<file path="config.mk">
export PLATFORM = sky130hd
export DESIGN_NAME = bsi_top
export DESIGN_NICKNAME = d
export VERILOG_FILES = /design/src/rtl/bsi_rx_sync.v /design/src/rtl/bsi_top.v /design/src/rtl/bsi_tx_guard.v
export VERILOG_INCLUDE_DIRS = /design/src /design/src/rtl
export SDC_FILE = /design/constraint.sdc
export NUM_CORES = 1
export LEC_CHECK = 0
export BUFFER_PORTS_ARGS = -buffer_cell sky130_fd_sc_hd__buf_4
export CAP_MARGIN = 20
export CORE_MARGIN = 3
export CORE_UTILIZATION = 35
export DETAILED_ROUTE_END_ITERATION = 12
export GPL_TIMING_DRIVEN = 0
export HOLD_SLACK_MARGIN = 0.02
export PLACE_DENSITY = 0.63
export SLEW_MARGIN = 40
export SYNTH_ARGS = -nofsm -noshare
export SYNTH_HDL_FRONTEND = slang
export SYNTH_HIERARCHICAL = 1
export SYNTH_SLANG_ARGS = --single-unit
</file>
<file path="constraint.sdc">
create_clock -name clk -period 4.3 [get_ports clk]
set_input_delay 0.645 -clock clk [delete_from_list [all_inputs] [get_ports clk]]
set_output_delay 0.645 -clock clk [all_outputs]
set_load 0.1 [all_outputs]
</file>
<file path="src/rtl/bsi_defines.vh">
// constants of the bus status, interrupt and biphase pin block
// assumes a 100 MHz clock and a 32-bit AHB-Lite register bus
//
// Notes on behaviour
// - enabled standard events assert standard level interrupt
// - level holds until host resets standard bit
// - every logged interrupt pulses standard pulse output
// - enabled high-priority events assert high-priority interrupt
// - host reset of status bits releases it
// - transmitter-on low while channel transmits
// - fail-safe timer drops transmitter-on after 660us
// - activity high on valid command, any address
// - RT command strobe low until command serviced
// - subsystem failure passes straight to status
// - self-test failure output follows built-in test
// - RT mode: self-test failure sets terminal flag
// - channel indicator: high A, low B, last used
// - both transmit lines low when not transmitting
// - each channel drives true/complement Manchester pair
// - each channel receives true/complement Manchester pair
`ifndef BSI_DEFINES_VH
`define BSI_DEFINES_VH

// ----------------------------------------------------------------
// register byte offsets
// ----------------------------------------------------------------
`define BSI_OFF_CTRL    8'h00
`define BSI_OFF_STDEN   8'h04
`define BSI_OFF_HPEN    8'h08
`define BSI_OFF_HPSTAT  8'h0c
`define BSI_OFF_STATUS  8'h10

// ----------------------------------------------------------------
// fields and reset values
// ----------------------------------------------------------------
`define BSI_CTRL_RTMODE 0
`define BSI_HP_STDBIT   0
`define BSI_ST_SSF      0
`define BSI_ST_BITF     1
`define BSI_ST_CHAN     2
`define BSI_ST_TXONA    3
`define BSI_ST_TXONB    4
`define BSI_ST_ACT      5
`define BSI_ST_STROBE   6
`define BSI_ST_TMOA     7
`define BSI_ST_TMOB     8
`define BSI_ST_TERMF    9
`define BSI_RST_CTRL    1'h0
`define BSI_RST_EN      16'h0000
`define BSI_RST_HPSTAT  16'h0000

// ----------------------------------------------------------------
// timing
// ----------------------------------------------------------------
`define BSI_CLK_NS      10
`define BSI_FAILSAFE_NS 660000
// 660 us of 10 ns cycles, sized to the timer width
`define BSI_FAILSAFE_CYC 17'h101d0

`endif

</file>
<file path="src/rtl/bsi_rx_sync.v">
// three-stage synchroniser with agreement filter for one pin
// assumes an asynchronous pin and the block clock
`timescale 1ns/100ps
`default_nettype none
module bsi_rx_sync
#(
   parameter [0:0] INIT = 1'h0
)
(
   input  wire clk,
   input  wire rst_n,
   input  wire pinIn,
   output reg  pinOut
);
   reg s1_q;
   reg s2_q;
   reg s3_q;

   // s1 feeds only s2; the value moves once s2 and s3 agree
   always @(posedge clk)
   begin
      if (!rst_n)
      begin
         s1_q   <= INIT;
         s2_q   <= INIT;
         s3_q   <= INIT;
         pinOut <= INIT;
      end
      else
      begin
         s1_q <= pinIn;
         s2_q <= s1_q;
         s3_q <= s2_q;
         if (s2_q == s3_q)
            pinOut <= s3_q;
      end
   end
endmodule // bsi_rx_sync
`default_nettype wire

</file>
<file path="src/rtl/bsi_top.v">
// status, interrupt and biphase pin logic with AHB-Lite registers
// assumes the protocol core supplies event pulses and encoder bits
// on clk, and that the bus has this block as its only slave
`timescale 1ns/100ps
`default_nettype none
`include "bsi_defines.vh"
module bsi_top
#(
   parameter [16:0] FAILSAFE_CYC = `BSI_FAILSAFE_CYC
)
(
   input  wire        clk,
   input  wire        rst_n,
   // register bus
   input  wire        hsel,
   input  wire [31:0] haddr,
   input  wire [1:0]  htrans,
   input  wire        hwrite,
   input  wire [2:0]  hsize,
   input  wire [31:0] hwdata,
   input  wire        hready,
   output reg  [31:0] hrdata,
   output reg         hreadyout,
   output reg         hresp,
   // events from the protocol core
   input  wire [15:0] stdEvent,
   input  wire        descIrq,
   input  wire        irqLogged,
   input  wire [15:1] hpEvent,
   input  wire        cmdValidAny,
   input  wire        cmdValidOwn,
   input  wire        cmdServiced,
   input  wire        msgDone,
   input  wire        chanUsedA,
   input  wire        chanUsedB,
   input  wire        bitFailDet,
   input  wire        txBusyA,
   input  wire        encTrueA,
   input  wire        encCompA,
   input  wire        txBusyB,
   input  wire        encTrueB,
   input  wire        encCompB,
   // to the protocol core
   output wire        rxTrueA,
   output wire        rxCompA,
   output wire        rxTrueB,
   output wire        rxCompB,
   output reg         overrideAbort,
   output reg         rtModeOut,
   output reg         stsSubsysFlag,
   output reg         stsTermFlag,
   // device pins
   input  wire        rx_a_true,
   input  wire        rx_a_comp,
   input  wire        rx_b_true,
   input  wire        rx_b_comp,
   input  wire        subsystem_fail,
   input  wire        external_override_n,
   output reg         std_irq_level_n,
   output reg         std_irq_pulse_n,
   output reg         high_prio_irq_n,
   output wire        tx_on_chan_a_n,
   output wire        tx_on_chan_b_n,
   output wire        tx_a_true,
   output wire        tx_a_comp,
   output wire        tx_b_true,
   output wire        tx_b_comp,
   output reg         bus_active,
   output reg         cmd_strobe_n,
   output reg         selftest_fail,
   output reg         chan_a_not_b
);

   // ----------------------------------------------------------------
   // helpers
   // ----------------------------------------------------------------
   function hit;
      input [7:0] addr;
      input [7:0] off;
      begin
         hit = (addr == off);
      end
   endfunction

   // ----------------------------------------------------------------
   // pin synchronisers
   // ----------------------------------------------------------------
   wire ssfS;
   wire ovrS_n;
   wire [3:0] rxPins = {rx_b_comp, rx_b_true, rx_a_comp, rx_a_true};
   wire [3:0] rxS;

   genvar g;
   generate
      for (g = 0; g < 4; g = g + 1)
      begin : g_rx
         bsi_rx_sync #(.INIT(1'h0)) u_rx
         (
            .clk    (clk),
            .rst_n  (rst_n),
            .pinIn  (rxPins[g]),
            .pinOut (rxS[g])
         );
      end
   endgenerate

   assign rxTrueA = rxS[0];
   assign rxCompA = rxS[1];
   assign rxTrueB = rxS[2];
   assign rxCompB = rxS[3];

   bsi_rx_sync #(.INIT(1'h0)) u_ssf
   (
      .clk    (clk),
      .rst_n  (rst_n),
      .pinIn  (subsystem_fail),
      .pinOut (ssfS)
   );

   bsi_rx_sync #(.INIT(1'h1)) u_ovr
   (
      .clk    (clk),
      .rst_n  (rst_n),
      .pinIn  (external_override_n),
      .pinOut (ovrS_n)
   );

   // ----------------------------------------------------------------
   // transmit channels
   // ----------------------------------------------------------------
   wire abortNow = ~ovrS_n;
   wire tmoA;
   wire tmoB;

   bsi_tx_guard #(.FAILSAFE_CYC(FAILSAFE_CYC)) u_txa
   (
      .clk      (clk),
      .rst_n    (rst_n),
      .txBusy   (txBusyA),
      .encTrue  (encTrueA),
      .encComp  (encCompA),
      .abort    (abortNow),
      .txOn_n   (tx_on_chan_a_n),
      .txTrue   (tx_a_true),
      .txComp   (tx_a_comp),
      .timedOut (tmoA)
   );

   bsi_tx_guard #(.FAILSAFE_CYC(FAILSAFE_CYC)) u_txb
   (
      .clk      (clk),
      .rst_n    (rst_n),
      .txBusy   (txBusyB),
      .encTrue  (encTrueB),
      .encComp  (encCompB),
      .abort    (abortNow),
      .txOn_n   (tx_on_chan_b_n),
      .txTrue   (tx_b_true),
      .txComp   (tx_b_comp),
      .timedOut (tmoB)
   );

   // ----------------------------------------------------------------
   // register bus
   // ----------------------------------------------------------------
   reg        ctrl_q;
   reg [15:0] stdEn_q;
   reg [15:1] hpEn_q;
   reg [15:0] hpStat_q;
   reg        tmoA_q;
   reg        tmoB_q;
   reg        wrPend_q;
   reg        rdPend_q;
   reg [7:0]  addr_q;

   wire addrPhase = hsel & htrans[1] & hready;
   wire wrNow     = wrPend_q;
   wire [15:0] hpClr =
      (wrNow && hit(addr_q, `BSI_OFF_HPSTAT)) ? hwdata[15:0] : 16'h0000;

   wire [31:0] statusWord = {22'h000000,
      stsTermFlag, tmoB_q, tmoA_q, ~cmd_strobe_n, bus_active,
      ~tx_on_chan_b_n, ~tx_on_chan_a_n, chan_a_not_b, selftest_fail,
      stsSubsysFlag};

   reg [31:0] rdMux;
   always @*
   begin
      rdMux = 32'h00000000;
      if (hit(addr_q, `BSI_OFF_CTRL))
         rdMux = {31'h00000000, ctrl_q};
      else if (hit(addr_q, `BSI_OFF_STDEN))
         rdMux = {16'h0000, stdEn_q};
      else if (hit(addr_q, `BSI_OFF_HPEN))
         rdMux = {16'h0000, hpEn_q, 1'h0};
      else if (hit(addr_q, `BSI_OFF_HPSTAT))
         rdMux = {16'h0000, hpStat_q};
      else if (hit(addr_q, `BSI_OFF_STATUS))
         rdMux = statusWord;
   end

   // reads take one wait state so a read right after a write sees it
   always @(posedge clk)
   begin
      if (!rst_n)
      begin
         wrPend_q  <= 1'h0;
         rdPend_q  <= 1'h0;
         addr_q    <= 8'h00;
         hrdata    <= 32'h00000000;
         hreadyout <= 1'h1;
         hresp     <= 1'h0;
         ctrl_q    <= `BSI_RST_CTRL;
         stdEn_q   <= `BSI_RST_EN;
         hpEn_q    <= 15'h0000;
      end
      else
      begin
         hresp    <= 1'h0;
         wrPend_q <= addrPhase & hwrite;
         if (addrPhase)
            addr_q <= {haddr[7:2], 2'h0};
         if (addrPhase && !hwrite)
         begin
            rdPend_q  <= 1'h1;
            hreadyout <= 1'h0;
         end
         else if (rdPend_q)
         begin
            rdPend_q  <= 1'h0;
            hreadyout <= 1'h1;
            hrdata    <= rdMux;
         end
         if (wrNow && hit(addr_q, `BSI_OFF_CTRL))
            ctrl_q <= hwdata[`BSI_CTRL_RTMODE];
         if (wrNow && hit(addr_q, `BSI_OFF_STDEN))
            stdEn_q <= hwdata[15:0];
         if (wrNow && hit(addr_q, `BSI_OFF_HPEN))
            hpEn_q <= hwdata[15:1];
      end
   end

   // ----------------------------------------------------------------
   // interrupts
   // ----------------------------------------------------------------
   wire        stdSet = (|(stdEvent & stdEn_q)) | descIrq;
   wire [15:0] hpSet  = {hpEvent & hpEn_q, stdSet};
   // a new event in the clearing cycle survives: set wins
   wire [15:0] hpNext = (hpStat_q & ~hpClr) | hpSet;

   always @(posedge clk)
   begin
      if (!rst_n)
      begin
         hpStat_q        <= `BSI_RST_HPSTAT;
         std_irq_level_n <= 1'h1;
         high_prio_irq_n <= 1'h1;
         std_irq_pulse_n <= 1'h1;
         tmoA_q          <= 1'h0;
         tmoB_q          <= 1'h0;
      end
      else
      begin
         hpStat_q        <= hpNext;
         std_irq_level_n <= ~hpNext[`BSI_HP_STDBIT];
         high_prio_irq_n <= ~(|hpNext[15:1]);
         std_irq_pulse_n <= ~irqLogged;
         if (tmoA)
            tmoA_q <= 1'h1;
         else if (wrNow && hit(addr_q, `BSI_OFF_STATUS) &&
                  hwdata[`BSI_ST_TMOA])
            tmoA_q <= 1'h0;
         if (tmoB)
            tmoB_q <= 1'h1;
         else if (wrNow && hit(addr_q, `BSI_OFF_STATUS) &&
                  hwdata[`BSI_ST_TMOB])
            tmoB_q <= 1'h0;
      end
   end

   // ----------------------------------------------------------------
   // status pins
   // ----------------------------------------------------------------
   always @(posedge clk)
   begin
      if (!rst_n)
      begin
         bus_active    <= 1'h0;
         cmd_strobe_n  <= 1'h1;
         selftest_fail <= 1'h0;
         chan_a_not_b  <= 1'h1;
         stsSubsysFlag <= 1'h0;
         stsTermFlag   <= 1'h0;
         overrideAbort <= 1'h0;
         rtModeOut     <= 1'h0;
      end
      else
      begin
         rtModeOut     <= ctrl_q;
         overrideAbort <= abortNow;
         if (cmdValidAny)
            bus_active <= 1'h1;
         else if (msgDone || abortNow)
            bus_active <= 1'h0;
         // a new command beats the end of the old one in one cycle
         if (ctrl_q && cmdValidOwn && !abortNow)
            cmd_strobe_n <= 1'h0;
         else if (cmdServiced || abortNow || !ctrl_q)
            cmd_strobe_n <= 1'h1;
         selftest_fail <= bitFailDet;
         stsTermFlag   <= bitFailDet & ctrl_q;
         stsSubsysFlag <= ssfS;
         if (chanUsedA)
            chan_a_not_b <= 1'h1;
         else if (chanUsedB)
            chan_a_not_b <= 1'h0;
      end
   end

endmodule // bsi_top
`default_nettype wire

</file>
<file path="src/rtl/bsi_tx_guard.v">
// one channel's transmit gate with fail-safe timer
// assumes encoder busy and Manchester bits on the block clock
`timescale 1ns/100ps
`default_nettype none
`include "bsi_defines.vh"
module bsi_tx_guard
#(
   parameter [16:0] FAILSAFE_CYC = `BSI_FAILSAFE_CYC
)
(
   input  wire clk,
   input  wire rst_n,
   input  wire txBusy,
   input  wire encTrue,
   input  wire encComp,
   input  wire abort,
   output reg  txOn_n,
   output reg  txTrue,
   output reg  txComp,
   output reg  timedOut
);
   reg  [16:0] cnt_q;
   reg         busy_q;
   reg         expired_q;
   wire        start   = txBusy & ~busy_q;
   // a fresh start never counts as expiry, whatever the stale count holds
   wire        hitEnd  = txBusy & ~start &
                         (cnt_q == FAILSAFE_CYC - 17'h00001);
   wire        drive   = txBusy & ~expired_q & ~hitEnd & ~abort;

   always @(posedge clk)
   begin
      if (!rst_n)
      begin
         cnt_q     <= 17'h00000;
         busy_q    <= 1'h0;
         expired_q <= 1'h0;
         txOn_n    <= 1'h1;
         txTrue    <= 1'h0;
         txComp    <= 1'h0;
         timedOut  <= 1'h0;
      end
      else
      begin
         busy_q <= txBusy;
         if (start)
            cnt_q <= 17'h00001;
         else if (txBusy && !expired_q)
            cnt_q <= cnt_q + 17'h00001;
         // latch expiry so a stuck encoder cannot re-key the bus
         if (!txBusy)
            expired_q <= 1'h0;
         else if (hitEnd && !start)
            expired_q <= 1'h1;
         timedOut <= hitEnd & ~start & ~expired_q;
         txOn_n   <= ~drive;
         txTrue   <= drive & encTrue;
         txComp   <= drive & encComp;
      end
   end
endmodule // bsi_tx_guard
`default_nettype wire
</file>
==> summary.md <==
| Metric | Value |
|---|---|
| Status | `finished, final reports clean` |
| # diodes | `0` |
| Synthesized flop and latch total | `156` |
| Worst Setup End Kind | `flip-flop` |
| CP peak stage delay | `0.46 ns` |
| Cells after DPL | `1105` |
| Via count | `5806` |
| Fin crit share | `50.1%` |
| Vias in the first global route | `5423` |
| Post-CTS Hold Fix Bufs | `0` |
| Pwr/cell area | `411 nW/um2` |
| Top cell type's share of synthesized area | `47.1%` |
| Final Hold Viols | `0` |
| Area of the die | `20600 um2` |
| Clock buffer depth | `2` |
| Post-CTS Setup Inserts | `0` |
| Worst skew pair latency | `0.42 ns` |
| Area leader, netlist | `dfxtp_1` |
| CP top delay family | `simple AND/OR/NAND/NOR gates` |
| Main area contributors after synthesis | `dfxtp_1 47%, nor2b_1 4.5%, a21oi_1 4.0%, nand2_1 3.2%, a21boi_0 3.1%` |
| Type of the most critical hold path | `primary input to flip-flop` |
| Crit path launch type | `flip-flop` |
| DR DRC count | `0` |
| CP cell instances | `nor4_4 -> nand4b_1 -> clkbuf_1 -> nor2_1 -> a21oi_1 -> nor2b_1` |
| Fmax | `464 MHz` |
| Remaining Overflow, GRT | `0` |
| GPL Wtd Cong | `0.837` |
| Share of post-route cells with drive strength above 1 | `21.4%` |
| Seq/Total Area, Yosys | `47.1%` |
| Detailed placer's ending HPWL | `13500 um` |
| Clock period minus final worst setup slack | `2.15 ns` |
| CTS buffer count | `17` |
| H-tree depth | `4` |
| Number of endpoints failing setup at the final stage | `0` |
| # rows | `49` |
| DR pass1 iterations | `5` |
| Total of max-cap violations | `0` |
| TritonCTS clock tree | `built` |
| Post-synth top cells | `156 x dfxtp_1, 57 x nand2_1, 53 x a21oi_1, 53 x nor2_1, 48 x nor2b_1` |
| Post-Synth XOR/XNOR Area | `1.58%` |
| Routed Wire Length | `18200 um` |
| CP Buf/Inv Count | `1` |
| PostCTS Resize Cnt | `0` |
| Most numerous cell in the Yosys netlist | `dfxtp_1` |
| Synth warn | `6` |
| Worst VDD drop | `0.268 mV` |
| EDFF count, synth | `0` |
| Final total power | `0.00351 W` |
| Async SR Flop Fraction | `0%` |
| Clock slew at reported path FFs | `0.06 ns` |
| Compound-Gate Fraction of Synth Area | `16.5%` |
| CTS root buffer | `clkbuf_16` |
| Setup_tns | `0 ns` |
| WS Path Type | `flip-flop to flip-flop` |
| Core box area | `18300 um2` |
| Layout Nets | `1023` |
| DRT iter0 DRCs | `401` |
| P&R area growth vs syn | `28.5%` |
| Syn Inst Count | `745` |
| RSZ-0062 raised after global routing | `no` |
| Per-cell routed wire length | `16.0 um` |
| Slowest cell on the critical path | `nand4b_1` |
| Syn_area_per_cell | `8.90 um2` |
| Worst-margin pin slew | `0.689 ns` |
| GRT Total Usage | `17.5%` |
| PortBufs | `115` |
| Yosys cell types | `54` |
| Fin cells | `1137` |
| Adder-Cell Fraction of Synth Area | `0.377%` |
| CTS sink count | `156` |
| Post-synthesis simple-gate area fraction | `25.2%` |
| Vias/cell | `5.11` |
| Largest net degree at the start of global routing | `40` |
| Initial antenna violation count | `0` |
| Largest family of logic cells by synthesized area | `simple AND/OR/NAND/NOR gates` |
| Post-route ant nets | `0` |
| Initial Utilization | `36.3%` |
| Ys flop type | `dfxtp_1` |
| Die Y | `144 um` |
| CP max FO | `10` |
| Top Ports | `181` |
| Pleak | `3.37 nW` |
| Die width | `144 um` |
| Post-synthesis instance area | `6630 um2` |
| First-pass GRT wire length | `28200 um` |
| CP Data Required Time | `4.65 ns` |
| Mux share of post-synthesis cell area | `3.90%` |
| Fin Clk Skew | `0.00876 ns` |
| Arrival @ worst endpoint | `2.51 ns` |
| Final Max Slew Viols | `0` |
| Worst slew margin | `54.1%` |
## placed cells by master, fill, tap and decap left out, types with 3 or more instances in the layout
cell type,count
o21ai_1,10
a22oi_1,25
clkbuf_1,23
clkbuf_16,17
mux2i_1,18
nor2b_1,48
bufinv_16,6
a221oi_1,3
o21a_1,5
xnor2_1,10
nand4_1,15
a22o_1,3
nand3_1,25
a21boi_1,5
dfxtp_1,156
nor2_1,53
nand2b_1,5
mux2_2,7
nor3_1,11
and2_2,5
buf_2,4
inv_1,23
nand3b_1,6
conb_1,17
nor3b_1,6
and3_1,11
nor4_1,14
nand4b_1,5
o2bb2ai_1,4
o21ai_0,25
nand2_1,57
a21boi_0,27
buf_4,134
and2_1,17
or3_1,11
o22ai_1,4
a21oi_1,53
## worst paths after layout
check	startpoint	to	slack (ns)	depth (start not counted)
hold reg to reg	u_ovr/s1_q	u_ovr/s2_q	0.41	1
setup reg to reg	addr_q[4]	stdEn_q[5]	2.15	6
setup / recovery	addr_q[4]	stdEn_q[5]	2.15	6
hold / removal	irqLogged	std_irq_pulse_n	0.38	2
## metal layers
layer | GRT usage [%] | vias up | part of all wire, %
met2 | 28.5 | 178 | 47
met4 | 5.50 | 0 | 1.7
met3 | 4.79 | 18 | 6.5
met1 | 22.7 | 2704 | 45
li1 | - | 2906 | -
met5 | 0 | - | 0
## per-stage QoR
stage	hold slack, ns	util (%)	cell area [um2]	worst slack [ns]
3_3_place_gp	0.390	42.9	7840	1.84
2_1_floorplan	0.386	-	6690	2.30
6_report	0.379	46.6	8520	2.15
3_5_place_dp	0.397	42.9	7840	1.82
5_1_grt	0.359	46.6	8520	1.92
4_1_cts	0.362	46.6	8520	2.16
## logic make-up (layout without fill, tap and decap cells)
family                   Yosys count  in the layout
AND/OR/NAND/NOR                  304            304
AO/OA/AOI/OAI                    173            173
flip-flops                       156            156
buffers and inverters             72            219
multiplexers                      25             25
XOR/XNOR                          12             12
adder cells (fa/ha/maj)            2              2
other                              1             17
## area by class of cell
type	instances	area (um2)
Clock buffer	18	439
Clock inverter	14	240
Inverter	23	86.3
Fill cell	1827	9750
Multi-Input combinational cell	533	3220
Tap cell	229	287
Sequential cell	156	3120
Timing Repair Buffer	115	863
Buffer	49	263
## state kept, by name, indices dropped and copies added (netlist names), 4 cells and up
register	flops
addr_q	6
g_rx.u_rx/pinOut	4
g_rx.u_rx/s1_q	4
g_rx.u_rx/s2_q	4
g_rx.u_rx/s3_q	4
hpEn_q	15
hpStat_q	16
hrdata	16
stdEn_q	16
u_txa/cnt_q	17
u_txb/cnt_q	17
## worst reg2reg max path, cell delays in order, from the launching register on
cell	delay, ns
dfxtp_1	0.38
nor4_4	0.44
nand4b_1	0.47
clkbuf_1	0.45
nor2_1	0.18
a21oi_1	0.06
nor2b_1	0.12
## power by group
group	total, W	leakage, nW	switching [W]	internal [W]
Sequential	0.00148	1.26	0.0000133	0.00147
Combinational	0.000308	1.78	0.000204	0.000104
Clock	0.00172	0.327	0.000612	0.00111
No activity file was read; power rests on OpenSTA's default activity.
